`config.mk`:
```
export PLATFORM = sky130hd
export DESIGN_NAME = eep_host
export DESIGN_NICKNAME = d
export VERILOG_FILES = /design/src/hw/eep_host_unused_placeholder_none.sv /design/src/hw/eep_pkg.sv /design/src/hw/eep_host.sv
export SDC_FILE = /design/constraint.sdc
export NUM_CORES = 1
export LEC_CHECK = 0
export BUFFER_PORTS_ARGS = -buffer_cell sky130_fd_sc_hd__buf_2
export CAP_MARGIN = 20
export CORE_MARGIN = 2
export CORE_UTILIZATION = 63
export CTS_CLUSTER_SIZE = 30
export DETAILED_ROUTE_END_ITERATION = 8
export GPL_TIMING_DRIVEN = 0
export HOLD_SLACK_MARGIN = 0.02
export MAX_ROUTING_LAYER = met4
export PLACE_DENSITY = 0.95
export SYNTH_ARGS = -nofsm -noshare
export SYNTH_HDL_FRONTEND = slang
export SYNTH_SLANG_ARGS = --single-unit
```
`constraint.sdc`:
```
create_clock -name clk -period 3.6 [get_ports clk]
set_input_delay 0.54 -clock clk [delete_from_list [all_inputs] [get_ports clk]]
set_output_delay 0.54 -clock clk [all_outputs]
set_load 0.02 [all_outputs]
```
`src/hw/eep_host_unused_placeholder_none.sv`:
```
`timescale 1ns/1ps

```
`src/hw/eep_pkg.sv`:
```
package eep_pkg;
    // ------------------------------------------------------------
    // bus widths and clock
    // ------------------------------------------------------------
    localparam int ADDR_W = 16; // byte address pins
    localparam int DATA_W = 8; // byte-wide data pins
    localparam int CNT_W = 8; // short phase counter
    localparam int LONG_W = 24; // long delay counters
    localparam int CLK_NS = 8; // 125 mhz clock period

    // ------------------------------------------------------------
    // times in their own units
    // ------------------------------------------------------------
    localparam int RD_ACC_NS = 250; // slowest access grade, safe for all
    localparam int HZ_NS = 50; // ce/oe high to data released
    localparam int OES_NS = 10; // oe high before write strobe
    localparam int WP_NS = 100; // write strobe low width
    localparam int WPH_NS = 100; // strobe high recovery, covers addr hold
    localparam int DW_US = 10; // delay from write end to next write
    localparam int BLC_MAX_US = 100; // byte_load_window, longest gap
    localparam int PUR_US = 100; // powerup_read_delay
    localparam int PUW_MS = 5; // powerup_write_delay
    localparam int WRITE_MS = 10; // internal_write_time, plain default
    localparam int SYNC_CYC = 2; // data pin synchroniser depth

    // ------------------------------------------------------------
    // derived cycle counts (all round up except the byte load window, which rounds down)
    // ------------------------------------------------------------
    localparam int RD_CYC = (RD_ACC_NS + CLK_NS - 1) / CLK_NS + SYNC_CYC;
    localparam int HZ_CYC = (HZ_NS + CLK_NS - 1) / CLK_NS;
    localparam int OES_CYC = (OES_NS + CLK_NS - 1) / CLK_NS;
    localparam int WP_CYC = (WP_NS + CLK_NS - 1) / CLK_NS;
    localparam int WPH_CYC = (WPH_NS + CLK_NS - 1) / CLK_NS;
    localparam int DW_CYC = (DW_US * 1000 + CLK_NS - 1) / CLK_NS;
    localparam int BLC_MAX_CYC = (BLC_MAX_US * 1000) / CLK_NS;
    localparam int PUR_CYC = (PUR_US * 1000 + CLK_NS - 1) / CLK_NS;
    localparam int PUW_CYC = (PUW_MS * 1000000 + CLK_NS - 1) / CLK_NS;
    localparam int WRITE_CYC = (WRITE_MS * 1000000 + CLK_NS - 1) / CLK_NS;

    // last value of the phase counter in each timed state (poll shares the read one)
    localparam logic [CNT_W-1:0] RD_LAST = CNT_W'(RD_CYC - 1);
    localparam logic [CNT_W-1:0] HZ_LAST = CNT_W'(HZ_CYC - 1);
    localparam logic [CNT_W-1:0] OES_LAST = CNT_W'(OES_CYC - 1);
    localparam logic [CNT_W-1:0] WP_LAST = CNT_W'(WP_CYC - 1);
    localparam logic [CNT_W-1:0] WPH_LAST = CNT_W'(WPH_CYC - 1);

    // ------------------------------------------------------------
    // types
    // ------------------------------------------------------------
    typedef struct packed {
        logic write; // 1 byte load, 0 read
        logic last; // final byte of a page
        logic [ADDR_W-1:0] addr;
        logic [DATA_W-1:0] data;
    } eep_req_t;

    typedef enum logic [2:0] {
        EEP_IDLE = 3'h0,
        EEP_RD = 3'h1,
        EEP_REC = 3'h3,
        EEP_WSET = 3'h2,
        EEP_WPULSE = 3'h6,
        EEP_WREC = 3'h7,
        EEP_PGAP = 3'h5,
        EEP_POLL = 3'h4
    } eep_state_t;
endpackage

```
`src/hw/eep_host.sv`:
```
`timescale 1ns/1ps
module eep_host #(
    parameter int unsigned PUR_CYC = eep_pkg::PUR_CYC,
    parameter int unsigned PUW_CYC = eep_pkg::PUW_CYC,
    parameter int unsigned WRITE_CYC = eep_pkg::WRITE_CYC,
    parameter int unsigned GAP_CYC = eep_pkg::BLC_MAX_CYC,
    parameter int unsigned DW_CYC = eep_pkg::DW_CYC
) (
    input wire logic clk,
    input wire logic rstn,
    input wire eep_pkg::eep_req_t req,
    input wire logic req_valid,
    output logic req_ready_q,
    output logic rsp_valid_q,
    output logic [eep_pkg::DATA_W-1:0] rsp_data_q,
    output logic wdone_q,
    output logic werr_q,
    output logic ce_n_q,
    output logic oe_n_q,
    output logic we_n_q,
    output logic [eep_pkg::ADDR_W-1:0] addr_q,
    output logic [eep_pkg::DATA_W-1:0] dq_o_q,
    output logic dq_oe_n_q,
    input wire logic [eep_pkg::DATA_W-1:0] dq_i
);
    // ------------------------------------------------------------
    // state and counters
    // ------------------------------------------------------------
    eep_pkg::eep_state_t st_q, st_d; // sequencer state
    logic [eep_pkg::CNT_W-1:0] cnt_q, cnt_d; // phase counter
    logic [eep_pkg::LONG_W-1:0] pu_q, pu_d; // time since reset, saturating
    logic [eep_pkg::LONG_W-1:0] lt_q, lt_d; // gap or write timer
    logic [eep_pkg::LONG_W-1:0] dw_q, dw_d; // hold-off before next write
    logic pbit_q, pbit_d; // bit 7 of the last byte loaded
    logic last_q, last_d; // current load closes the page
    logic poll_q, poll_d; // recovery leads back into polling
    logic ready_d, rsp_valid_d, wdone_d, werr_d;
    logic [eep_pkg::DATA_W-1:0] rsp_data_d, dq_o_d;
    logic [eep_pkg::ADDR_W-1:0] addr_d;
    logic ce_n_d, oe_n_d, we_n_d, dq_oe_n_d;
    logic [eep_pkg::DATA_W-1:0] dq_meta_q, dq_sync_q; // pin synchroniser

    // ------------------------------------------------------------
    // decode
    // ------------------------------------------------------------
    wire pur_ok = pu_q >= eep_pkg::LONG_W'(PUR_CYC);
    wire puw_ok = pu_q >= eep_pkg::LONG_W'(PUW_CYC);
    wire dw_ok = dw_q == 24'h00_0000;
    // reads wait for the short delay, writes for the long one
    wire idle_take = (st_q == eep_pkg::EEP_IDLE) &&
                     (!req.write || (puw_ok && dw_ok));
    // inside a page only further byte loads are taken
    wire gap_take = (st_q == eep_pkg::EEP_PGAP) && req.write;
    wire take = req_valid && req_ready_q && (idle_take || gap_take);
    wire gap_over = lt_q >= eep_pkg::LONG_W'(GAP_CYC - eep_pkg::OES_CYC -
                                              eep_pkg::WP_CYC);
    wire wt_over = lt_q >= eep_pkg::LONG_W'(WRITE_CYC);
    wire poll_hit = dq_sync_q[eep_pkg::DATA_W-1] == pbit_q;
    assign pu_d = puw_ok ? pu_q : pu_q + 24'h00_0001;

    // ------------------------------------------------------------
    // sequencer
    // ------------------------------------------------------------
    // pins are only ever moved one step per state so that no mode
    // between read and write is crossed by accident
    always_comb begin
        st_d = st_q;
        cnt_d = cnt_q + 8'h01;
        lt_d = lt_q;
        dw_d = dw_ok ? dw_q : dw_q - 24'h00_0001;
        pbit_d = pbit_q;
        last_d = last_q;
        poll_d = poll_q;
        rsp_valid_d = 1'b0;
        rsp_data_d = rsp_data_q;
        wdone_d = 1'b0;
        werr_d = 1'b0;
        addr_d = addr_q;
        dq_o_d = dq_o_q;
        ce_n_d = ce_n_q;
        oe_n_d = oe_n_q;
        we_n_d = we_n_q;
        dq_oe_n_d = dq_oe_n_q;
        case (st_q)
            eep_pkg::EEP_IDLE, eep_pkg::EEP_PGAP: begin
                // page gap: ce, oe and we all high keeps the page open
                if (st_q == eep_pkg::EEP_PGAP) begin
                    lt_d = lt_q + 24'h00_0001;
                end
                if (take) begin
                    addr_d = req.addr;
                    cnt_d = 8'h00;
                    ce_n_d = 1'b0;
                    if (req.write) begin
                        // write mode: ce low, oe high, data driven
                        dq_o_d = req.data;
                        pbit_d = req.data[eep_pkg::DATA_W-1];
                        last_d = req.last;
                        dq_oe_n_d = 1'b0;
                        st_d = eep_pkg::EEP_WSET;
                    end else begin
                        oe_n_d = 1'b0;
                        st_d = eep_pkg::EEP_RD;
                    end
                end else if (st_q == eep_pkg::EEP_PGAP && gap_over) begin
                    // window closed by silence: the device starts writing
                    lt_d = 24'h00_0000;
                    poll_d = 1'b1;
                    cnt_d = 8'h00;
                    st_d = eep_pkg::EEP_REC;
                end
            end
            eep_pkg::EEP_RD: begin
                if (cnt_q == eep_pkg::RD_LAST) begin
                    rsp_data_d = dq_sync_q;
                    rsp_valid_d = 1'b1;
                    ce_n_d = 1'b1;
                    oe_n_d = 1'b1;
                    cnt_d = 8'h00;
                    poll_d = 1'b0;
                    st_d = eep_pkg::EEP_REC;
                end
            end
            eep_pkg::EEP_REC: begin
                // bus turnaround while the device releases the data pins
                if (poll_q) begin
                    lt_d = lt_q + 24'h00_0001;
                end
                if (cnt_q == eep_pkg::HZ_LAST) begin
                    cnt_d = 8'h00;
                    if (poll_q) begin
                        ce_n_d = 1'b0;
                        oe_n_d = 1'b0;
                        st_d = eep_pkg::EEP_POLL;
                    end else begin
                        st_d = eep_pkg::EEP_IDLE;
                    end
                end
            end
            eep_pkg::EEP_WSET: begin
                // oe high setup before the strobe falls
                if (cnt_q == eep_pkg::OES_LAST) begin
                    we_n_d = 1'b0;
                    cnt_d = 8'h00;
                    st_d = eep_pkg::EEP_WPULSE;
                end
            end
            eep_pkg::EEP_WPULSE: begin
                if (cnt_q == eep_pkg::WP_LAST) begin
                    we_n_d = 1'b1;
                    cnt_d = 8'h00;
                    st_d = eep_pkg::EEP_WREC;
                end
            end
            eep_pkg::EEP_WREC: begin
                // address and data held through strobe recovery
                if (cnt_q == eep_pkg::WPH_LAST) begin
                    ce_n_d = 1'b1;
                    dq_oe_n_d = 1'b1;
                    cnt_d = 8'h00;
                    lt_d = 24'h00_0000;
                    poll_d = 1'b1;
                    st_d = last_q ? eep_pkg::EEP_REC : eep_pkg::EEP_PGAP;
                end
            end
            eep_pkg::EEP_POLL: begin
                // status poll is a plain read at the last load address
                lt_d = lt_q + 24'h00_0001;
                if (cnt_q == eep_pkg::RD_LAST) begin
                    ce_n_d = 1'b1;
                    oe_n_d = 1'b1;
                    cnt_d = 8'h00;
                    st_d = eep_pkg::EEP_REC;
                    // no other access until the write is seen complete or the write timer runs out
                    if (poll_hit || wt_over) begin
                        wdone_d = 1'b1;
                        werr_d = !poll_hit;
                        poll_d = 1'b0;
                        dw_d = eep_pkg::LONG_W'(DW_CYC);
                    end
                end
            end
            default: begin
                st_d = eep_pkg::EEP_IDLE;
            end
        endcase
        ready_d = (st_d == eep_pkg::EEP_IDLE && pur_ok) ||
                  st_d == eep_pkg::EEP_PGAP;
    end

    // ------------------------------------------------------------
    // registers
    // ------------------------------------------------------------
    // data pins cross from outside: two stages before any reader
    always_ff @(posedge clk) begin
        dq_meta_q <= dq_i;
        dq_sync_q <= dq_meta_q;
    end

    always_ff @(posedge clk) begin
        if (!rstn) begin
            st_q <= eep_pkg::EEP_IDLE;
            cnt_q <= 8'h00;
            pu_q <= 24'h00_0000;
            lt_q <= 24'h00_0000;
            dw_q <= 24'h00_0000;
            pbit_q <= 1'b0;
            last_q <= 1'b0;
            poll_q <= 1'b0;
            req_ready_q <= 1'b0;
            rsp_valid_q <= 1'b0;
            rsp_data_q <= 8'h00;
            wdone_q <= 1'b0;
            werr_q <= 1'b0;
            addr_q <= 16'h0000;
            dq_o_q <= 8'h00;
            // deselected: standby and write inhibit from reset on
            ce_n_q <= 1'b1;
            oe_n_q <= 1'b1;
            we_n_q <= 1'b1;
            dq_oe_n_q <= 1'b1;
        end else begin
            st_q <= st_d;
            cnt_q <= cnt_d;
            pu_q <= pu_d;
            lt_q <= lt_d;
            dw_q <= dw_d;
            pbit_q <= pbit_d;
            last_q <= last_d;
            poll_q <= poll_d;
            req_ready_q <= ready_d;
            rsp_valid_q <= rsp_valid_d;
            rsp_data_q <= rsp_data_d;
            wdone_q <= wdone_d;
            werr_q <= werr_d;
            addr_q <= addr_d;
            dq_o_q <= dq_o_d;
            ce_n_q <= ce_n_d;
            oe_n_q <= oe_n_d;
            we_n_q <= we_n_d;
            dq_oe_n_q <= dq_oe_n_d;
        end
    end

    // ------------------------------------------------------------
    // checks
    // ------------------------------------------------------------
    logic [eep_pkg::CNT_W-1:0] we_lo_q, oe_lo_q; // strobe low widths
    always_ff @(posedge clk) begin
        we_lo_q <= we_n_q ? 8'h00 : we_lo_q + 8'h01;
        oe_lo_q <= oe_n_q ? 8'h00 : oe_lo_q + 8'h01;
    end
endmodule

```
==> results.txt, run 1 <==
status = finished, final reports clean
detailed placer's ending HPWL = 12,500 um
dominant synthesized flop cell = dfxtp_1
count of standard-cell rows = 37
most frequent cell after synthesis = dfxtp_1
WL final = 20,200 um
Synth area leader = dfxtp_1
Worst Tran Pin Value = 921 ps
Hold Crit Class = in2reg
WP data required = 4020 ps
ratio of cells with drive above 1 in the final layout = 17.1%
clock period minus worst slack = 3380 ps
Fin. Hold Viols = 0
Via Count = 6,648
routability cong. = 0.953
CTS tree = done
post-synth top area share = 41.4%
setup TNS = 0 ps
io pins = 77
Resize count post-CTS = 0
Mapped Area = 0.00681 mm2
# DRC = 0
cts bufs inserted = 17
placeable core region = 0.0104 mm2
Layout area overhead = 16.1%
worst vdd ir = 0.508 mV
TritonCTS sink count = 141
die area = 0.0117 mm2
Buffers on Ports = 76
first-pass GRT wire length = 32,400 um
vias in the first global route = 6,445
setup bufs post-CTS = 0
post-synthesis register bit count = 141
Routed Antenna Nets = 0
Root Driver = clkbuf_8
Clock Pin Slew Worst Setup and Hold Paths = 70 ps
normalized max-slew margin = 38.5%
largest net degree at the start of global routing = 17
final setup violating endpoints = 0
Max clock buf depth = 2
Worst Path Max Fanout = 10
ANT cells = 0
Synth area leaders = dfxtp_1 41%, nor2_1 6.0%, mux2i_1 4.1%, nand2_1 3.8%, xor2_1 3.5%
CTS Hold Bufs = 0
drt first pass iters = 6
syn_nets = 848
max cap viols = 0
synth cell count leaders = 141 x dfxtp_1, 109 x nor2_1, 69 x nand2_1
post-synthesis sequential area ratio = 41.4%
synth warn = 0
Die H = 108 um
Lkg Pwr = 3.21 nW
1st-iter DRT viols = 744
FMAX = 296 MHz
crit path capture type = flip-flop
synthesized instance count = 800
Unique masters post-synth = 77
async set-reset flop share out of synthesis = 0%
GR Overflow Total = 0
Vias per Instance = 6.37
clk_skew = 13.2 ps
final-stage net count = 943
critical path type = reg2reg
Final Cycle Share = 93.9%
Avg Cell Area, Syn = 8.51 um2
H-tree levels = 4
insertion delay to the later sink of the worst-skew pair = 550 ps
final core occ = 75.9%
Initial Util = 65.4%
Overall Global Routing Usage = 37.0%
pwr dens = 556 mW/mm2
startpoint class of the critical path = flip-flop
Post-synth EDFFs = 0
Slew Limit Fails = 0
RSZ-0062 raised after global routing = false
crit path DAT = 3800 ps
WL/cell = 19.3 um
die width = 108 um
initial antenna violation count = 0
==> final timing paths <==
check / startpoint / endpoint / slack [ps] / cells past startpoint
worst min register to register: dq_meta_q[6]$_DFF_P_ / dq_sync_q[6]$_DFF_P_ / 340 / 0
worst min-delay path: dq_i[4] / dq_meta_q[4]$_DFF_P_ / 90 / 1
worst max register to register: cnt_q[0]$_SDFF_PN0_ / dw_q[23]$_SDFF_PN0_ / 220 / 8
worst max-delay path: cnt_q[0]$_SDFF_PN0_ / dw_q[23]$_SDFF_PN0_ / 220 / 8
==> flip-flops by register name (all words and copies together) (netlist names) <==
register / cells
addr_q: 16
ce_n_q: 1
cnt_q: 8
dq_meta_q: 8
dq_o_q: 8
dq_oe_n_q: 1
dq_sync_q: 8
dw_q: 24
last_q: 1
lt_q: 24
oe_n_q: 1
poll_q: 1
pu_q: 24
req_ready_q: 1
rsp_data_q: 8
rsp_valid_q: 1
st_q: 3
wdone_q: 1
we_n_q: 1
werr_q: 1
==> metrics by stage <==
step	worst slack [ps]	total power (W)	cells	hold WS [ps]	cell area (um2)
2_1_floorplan	1180	0.00255	800	310	6810
3_3_place_gp	444	0.00270	1012	310	7360
3_5_place_dp	272	0.00275	1012	312	7360
4_1_cts	92.8	0.00437	1044	83.2	7900
5_1_grt	61.6	0.00459	1044	82.2	7910
6_report	220	0.00440	1044	92.5	7910
==> cell families (layout without fill, tap and decap cells) <==
family / Yosys count / after routing / share of synthesized area, %
and+or+nand+nor: 337 / 337 / 24.7
AOI/OAI and AO/OA: 169 / 169 / 17.5
DFF: 141 / 141 / 41.4
buffers and inverters: 66 / 174 / 4.06
xor gates and xnor gates: 47 / 47 / 6.04
muxes: 29 / 29 / 4.28
adders and majority gates: 11 / 11 / 2.02
==> cell usage in the layout (no fill, tap or decap), drive strengths merged, types with 5 or more instances in the layout <==
| cell type | instances |
|---|---|
| or2 | 5 |
| and3 | 8 |
| dfxtp | 141 |
| or3 | 12 |
| nor2 | 109 |
| ha | 11 |
| nor2b | 5 |
| o21ai | 33 |
| a31oi | 7 |
| or4 | 6 |
| nand2 | 78 |
| xor2 | 27 |
| nand3 | 26 |
| mux2i | 28 |
| and2 | 13 |
| o21a | 5 |
| o31a | 5 |
| a21oi | 44 |
| o211ai | 11 |
| clkinvlp | 5 |
| a211oi | 7 |
| nor4 | 10 |
| clkbuf | 49 |
| xnor2 | 20 |
| buf | 86 |
| and4 | 5 |
| o22ai | 13 |
| inv | 33 |
| nand4 | 11 |
| nor3 | 34 |
==> area by class of cell <==
| type | instances | area [um2] |
|---|---|---|
| Timing Repair Buffer | 76 | 380 |
| Sequential cell | 141 | 2820 |
| Inverter | 26 | 97.6 |
| Fill cell | 643 | 2510 |
| Clock buffer | 19 | 432 |
| Tap cell | 136 | 170 |
| Buffer | 40 | 179 |
| Multi-Input combinational cell | 593 | 3720 |
| Clock inverter | 13 | 106 |
==> report_power, final <==
group / internal [W] / switching, W
sequential: 0.00169 / 0.000138
clock: 0.000881 / 0.000753
combinational: 0.000392 / 0.000542
==> routing by layer <==
layer  vias up  GRT usage [%]  share of wire, %
met5         -              -                 0
met3       103           8.74               9.2
li1       3019              -                 -
met2       475           62.3                49
met4         0           16.0               4.3
met1      3051           42.1                38
==> critical path: stages, from the launching register on <==
cell,delay [ps]
dfxtp_1,460
ha_1,210
nor3b_1,560
nand3_1,520
a211oi_2,610
nand2b_1,190
buf_2,220
buf_1,360
nor2_1,110
Note: power is estimated with default switching activity, not from simulation.
==> run 2: changes to the inputs <==
--- a/config.mk
+++ b/config.mk
@@ -7,14 +7,16 @@
 export LEC_CHECK = 0
 export BUFFER_PORTS_ARGS = -buffer_cell sky130_fd_sc_hd__buf_2
 export CAP_MARGIN = 20
+export CELL_PAD_IN_SITES_DETAIL_PLACEMENT = 1
+export CELL_PAD_IN_SITES_GLOBAL_PLACEMENT = 1
 export CORE_MARGIN = 2
-export CORE_UTILIZATION = 63
+export CORE_UTILIZATION = 40
 export CTS_CLUSTER_SIZE = 30
 export DETAILED_ROUTE_END_ITERATION = 8
 export GPL_TIMING_DRIVEN = 0
 export HOLD_SLACK_MARGIN = 0.02
 export MAX_ROUTING_LAYER = met4
-export PLACE_DENSITY = 0.95
+export PLACE_DENSITY = 0.87
 export SYNTH_ARGS = -nofsm -noshare
 export SYNTH_HDL_FRONTEND = slang
 export SYNTH_SLANG_ARGS = --single-unit
==> constraint.sdc (replaced) <==
create_clock -name clk -period 3 [get_ports clk]
set_input_delay 0.45 -clock clk [delete_from_list [all_inputs] [get_ports clk]]
set_output_delay 0.45 -clock clk [all_outputs]
set_load 0.02 [all_outputs]
==> run 2 against run 1 <==
  * Worst setup slack got worse by 96 ps
  * Core utilization down 27 points
  * Sequential cell count did not move
  * Non-clock buffer count unchanged
  * Cell area up 2.8%
  * Clock-buffer cell count fell by 2
  * Largest cell class unchanged
  * First-iteration DRC count is 44% lower
  * Via count shrank 3.9%
  * Sequential power grew 20%
  * Sequential share of layout area decreased by 0.96 points
==> results.txt, run 2 (synthesized netlist as in run 1, its figures left out) <==
Root Driver = clkbuf_16
Initial Util = 40.9%
CTS Hold Bufs = 0
detailed placer's ending HPWL = 14,300 um
Fin. Hold Viols = 0
drt first pass iters = 5
TritonCTS sink count = 141
startpoint class of the critical path = flip-flop
commonest non-fill, non-tap cells in the layout = 141 x dfxtp_1, 108 x nor2_1, 78 x buf_2, 69 x nand2_1, 34 x a21oi_1
Overall Global Routing Usage = 24.0%
Via Count = 6,387
CTS tree = done
pwr dens = 677 mW/mm2
final-stage net count = 943
Layout area overhead = 19.3%
insertion delay to the later sink of the worst-skew pair = 440 ps
Worst Path Max Fanout = 10
Max clock buf depth = 2
# DRC = 0
status = finished, final reports clean
crit path capture type = flip-flop
count of standard-cell rows = 47
CP dominant cell by count = buf_6
worst vdd ir = 0.470 mV
Worst Hold Margin = 113 ps
initial antenna violation count = 0
FMAX = 348 MHz
placeable core region = 0.0166 mm2
Routed Antenna Nets = 0
WL final = 20,600 um
critical path type = reg2reg
Worst Tran Pin Value = 888 ps
ratio of cells with drive above 1 in the final layout = 18.1%
normalized max-slew margin = 39.3%
largest registers = dw_q (24), lt_q (24), pu_q (24)
clk_skew = 16.6 ps
slowest cell delay on critical path = 500 ps
GR Overflow Total = 0
vias in the first global route = 6,618
final core occ = 48.8%
first-pass GRT wire length = 33,700 um
cts bufs inserted = 17
Crit-path slowest cell = a211oi_4
most common cell after layout, fill and taps aside = dfxtp_1
largest net degree at the start of global routing = 18
Die H = 134 um
WL/cell = 18.2 um
die area = 0.0181 mm2
Vias per Instance = 5.66
setup bufs post-CTS = 0
die width = 134 um
Clock Pin Slew Worst Setup and Hold Paths = 70 ps
io pins = 77
final setup violating endpoints = 0
1st-iter DRT viols = 416
Final Cycle Share = 95.9%
Overall Power = 0.00550 W
Hold Crit Class = in2reg
H-tree levels = 4
max cap viols = 0
clock period minus worst slack = 2880 ps
Lkg Pwr = 3.27 nW
ANT cells = 0
routability cong. = 0.956
crit path DAT = 3180 ps
Buffers on Ports = 76
WP data required = 3300 ps
RSZ-0062 raised after global routing = false
Cell Chain, Critical Path = or3_4 -> o311a_4 -> a211oi_4 -> a2bb2oi_2 -> buf_6 -> buf_6 -> mux2i_1 -> nor2_1
Resize count post-CTS = 4
Slew Limit Fails = 0
[run 2: cell count changes in the layout (fill, tap and decap cells not counted), sizes merged]
cell | before | now
clkinvlp | 5 | 1
inv | 33 | 37
clkbuf | 49 | 47
bufinv | 0 | 1
clkinv | 1 | 2
[run 2: layout make-up]
cell class / count / area, um2
repair buffers: 77 / 384
flip-flops and latches: 141 / 2820
multi-input cells: 593 / 3750
fillers: 2001 / 8520
clock buffers: 17 / 425
clock inverters: 15 / 189
inverters: 26 / 97.6
plain buffers: 39 / 178
well taps: 220 / 275
[run 2: per-stage QoR]
stage | cells | setup TNS (ps) | worst slack (ps) | instance area [um2]
2_1_floorplan | 800 | 0 | 584 | 6810
3_3_place_gp | 1096 | -4280 | -276 | 7470
3_5_place_dp | 1097 | -3920 | -291 | 7470
4_1_cts | 1129 | 0 | 30.5 | 8100
5_1_grt | 1128 | 0 | 6.88 | 8130
6_report | 1128 | 0 | 123 | 8130
[run 2: path summary, 6_finish.rpt]
path | start | endpoint | slack (ps) | cells after the start
setup / recovery | pu_q[14]$_SDFFE_PN0N_ | addr_q[9]$_SDFFE_PN0P_ | 120 | 8
hold / removal | dq_i[7] | dq_meta_q[7]$_DFF_P_ | 110 | 1
setup reg to reg | pu_q[14]$_SDFFE_PN0N_ | addr_q[9]$_SDFFE_PN0P_ | 120 | 8
hold reg to reg | dq_meta_q[7]$_DFF_P_ | dq_sync_q[7]$_DFF_P_ | 330 | 0
[run 2: per-layer routing]
layer	vias to the layer above	track usage [%]	part of all wire (%)
li1	3042	-	-
met1	3113	28.2	42
met2	198	41.5	50
met3	34	4.35	5.0
met4	0	8.42	2.2
met5	-	-	0
[run 2: power by group]
group,internal (W),leakage (nW),total [W],switching (W)
Clock,0.00121,0.301,0.00218,0.000975
Sequential,0.00203,1.15,0.00219,0.000160
Combinational,0.000473,1.83,0.00112,0.000650
[run 2: worst max-delay path, delay by kind of cell (launching register included)]
family	cells	cell delay (ps)
buffers and inverters	2	410
DFF	1	350
and+or+nand+nor	2	500
AOI/OAI and AO/OA	3	1200
muxes	1	280
==> run 3: changes to the inputs <==
--- a/config.mk
+++ b/config.mk
@@ -9,14 +9,15 @@
 export CAP_MARGIN = 20
 export CELL_PAD_IN_SITES_DETAIL_PLACEMENT = 1
 export CELL_PAD_IN_SITES_GLOBAL_PLACEMENT = 1
+export CORE_ASPECT_RATIO = 0.9
 export CORE_MARGIN = 2
-export CORE_UTILIZATION = 40
+export CORE_UTILIZATION = 44
 export CTS_CLUSTER_SIZE = 30
 export DETAILED_ROUTE_END_ITERATION = 8
 export GPL_TIMING_DRIVEN = 0
 export HOLD_SLACK_MARGIN = 0.02
 export MAX_ROUTING_LAYER = met4
-export PLACE_DENSITY = 0.87
+export PLACE_DENSITY = 0.9
 export SYNTH_ARGS = -nofsm -noshare
 export SYNTH_HDL_FRONTEND = slang
 export SYNTH_SLANG_ARGS = --single-unit
==> constraint.sdc (replaced) <==
create_clock -name clk -period 2.9 [get_ports clk]
set_input_delay 0.435 -clock clk [delete_from_list [all_inputs] [get_ports clk]]
set_output_delay 0.435 -clock clk [all_outputs]
set_load 0.02 [all_outputs]
==> run 3 against run 2 <==
  * Fmax rose by 3.1%
  * Largest cell class unchanged
  * Core utilization rose by 5.0 points
  * Sequential cell count did not move
  * Clock-buffer cell count did not move
  * Cell count fell by 1.2%
  * Largest power group is now the clock network
  * Die area fell by 8.8%
  * Highest routed layer unchanged
  * Non-clock buffer count rose by 4
  * Hold slack got worse by 21 ps
==> results.txt, run 3 (synthesized netlist as in run 1, its figures left out) <==
Vias per Instance = 5.97
count of standard-cell rows = 43
reg2reg path depth = 8
Fin. Hold Viols = 0
combinational group share of total power = 21.2%
final worst setup slack = 109 ps
Hold Crit Class = in2reg
worst vdd ir = 0.478 mV
final core occ = 53.8%
crit path capture type = flip-flop
critical path type = reg2reg
RR Startpoint = dw_q[17]$_SDFF_PN0_
largest net degree at the start of global routing = 18
Root Driver = clkbuf_16
die area = 0.0165 mm2
insertion delay to the later sink of the worst-skew pair = 440 ps
Slew Limit Fails = 0
register area = 0.00282 mm2
setup TNS = 0 ps
startpoint class of the critical path = flip-flop
FMAX = 358 MHz
Lkg Pwr = 3.32 nW
Max clock buf depth = 2
# DRC = 0
Layout area overhead = 20.6%
detailed placer's ending HPWL = 14,700 um
Clk pwr share = 40.4%
die width = 135 um
Multi-input gate area = 0.00380 mm2
cts bufs inserted = 17
max cap viols = 0
GR Overflow Total = 0
CTS Hold Bufs = 0
switching share of power = 32.9%
status = finished, final reports clean
largest registers = dw_q (24), lt_q (24), pu_q (24)
placeable core region = 0.0153 mm2
drt first pass iters = 5
r2r endpoint = ce_n_q$_SDFFE_PN1P_
first-pass GRT wire length = 37,200 um
ANT cells = 0
Worst Tran Pin Value = 792 ps
reg2reg setup slack = 110 ps
normalized max-slew margin = 47.2%
Via Count = 6,650
fill count = 1,807
Buffers on Ports = 76
P_int = 0.00398 W
WHS Path Cells = 1
Final Cycle Share = 96.2%
clock period minus worst slack = 2790 ps
Worst Path Max Fanout = 6
ratio of cells with drive above 1 in the final layout = 18.9%
CTS tree = done
1st-iter DRT viols = 605
crit path DAT = 3120 ps
final setup violating endpoints = 0
clk_skew = 13.4 ps
Overall Power = 0.00592 W
P_sw = 0.00195 W
Routed Antenna Nets = 0
pwr dens = 721 mW/mm2
Die H = 122 um
WL/cell = 21.0 um
WP data required = 3220 ps
Place WS = -390 ps
commonest non-fill, non-tap cells in the layout = 141 x dfxtp_1, 109 x nor2_1, 78 x buf_2, 69 x nand2_1, 34 x a21oi_1
vias in the first global route = 7,003
routability cong. = 0.921
final std cells w/o fill = 1,114
worst setup path start = dw_q[17]$_SDFF_PN0_
placed cells = 1,079
final-stage net count = 947
TritonCTS sink count = 141
Overall Global Routing Usage = 29.7%
io pins = 77
sequential share of power = 38.4%
H-tree levels = 4
initial antenna violation count = 0
WL final = 23,400 um
critical path endpoint = ce_n_q$_SDFFE_PN1P_
Clock Pin Slew Worst Setup and Hold Paths = 70 ps
Initial Util = 44.6%
most common cell after layout, fill and taps aside = dfxtp_1
[run 3: area by class of cell]
type                            count  area share, %
Tap cell                          202           3.08
Inverter                           26           1.19
Clock inverter                     15           2.71
Buffer                             40           2.27
Sequential cell                   141           34.3
Timing Repair Buffer               80           4.95
Clock buffer                       17           5.18
Multi-Input combinational cell    593           46.3
[run 3: worst min path at each step]
stage / from / to / slack [ps]
finish: dq_i[3] / dq_meta_q[3]$_DFF_P_ / 90
global route: dq_i[3] / dq_meta_q[3]$_DFF_P_ / 70
CTS: dq_i[3] / dq_meta_q[3]$_DFF_P_ / 80
detailed placement: dq_meta_q[4]$_DFF_P_ / dq_sync_q[4]$_DFF_P_ / 320
global placement: dq_meta_q[5]$_DFF_P_ / dq_sync_q[5]$_DFF_P_ / 310
floorplan: dq_meta_q[0]$_DFF_P_ / dq_sync_q[0]$_DFF_P_ / 310
[run 3: routing by layer]
metal | up-vias | part of all wire, % | GRT usage, %
li1 | 3035 | - | -
met1 | 3199 | 42 | 34.7
met2 | 327 | 48 | 48.5
met3 | 89 | 6.2 | 7.03
met4 | 0 | 4.0 | 13.9
met5 | - | 0 | -
[run 3: through the flow]
stage	cell area, um2	hold slack (ps)
4_1_cts	8120	81.3
3_3_place_gp	7440	311
5_1_grt	8220	71.4
6_report	8220	92.0
2_1_floorplan	6810	310
3_5_place_dp	7450	316
[run 3: repair_timing]
item	4_1_cts	5_1_grt
endpoints found under the setup margin	34	63
pin swaps	0	2
resized for setup	7	18
setup buffers	0	3
[run 3: critical path: stages, from the launching register on]
cell,delay (ps)
dfxtp_1,340
or4_1,650
nor4_4,240
buf_4,200
nand3_2,110
a2bb2oi_2,210
a221o_1,380
or3_1,420
o31a_1,120
[run 3: power by group through the flow]
stage / combinational, W / sequential [W] / clock, W
final: 0.00126 / 0.00227 / 0.00239
after global routing: 0.00139 / 0.00229 / 0.00249
after CTS: 0.00118 / 0.00227 / 0.00240
after detailed placement: 0.00115 / 0.00230 / 0
after global placement: 0.00109 / 0.00229 / 0
after floorplan: 0.000893 / 0.00227 / 0
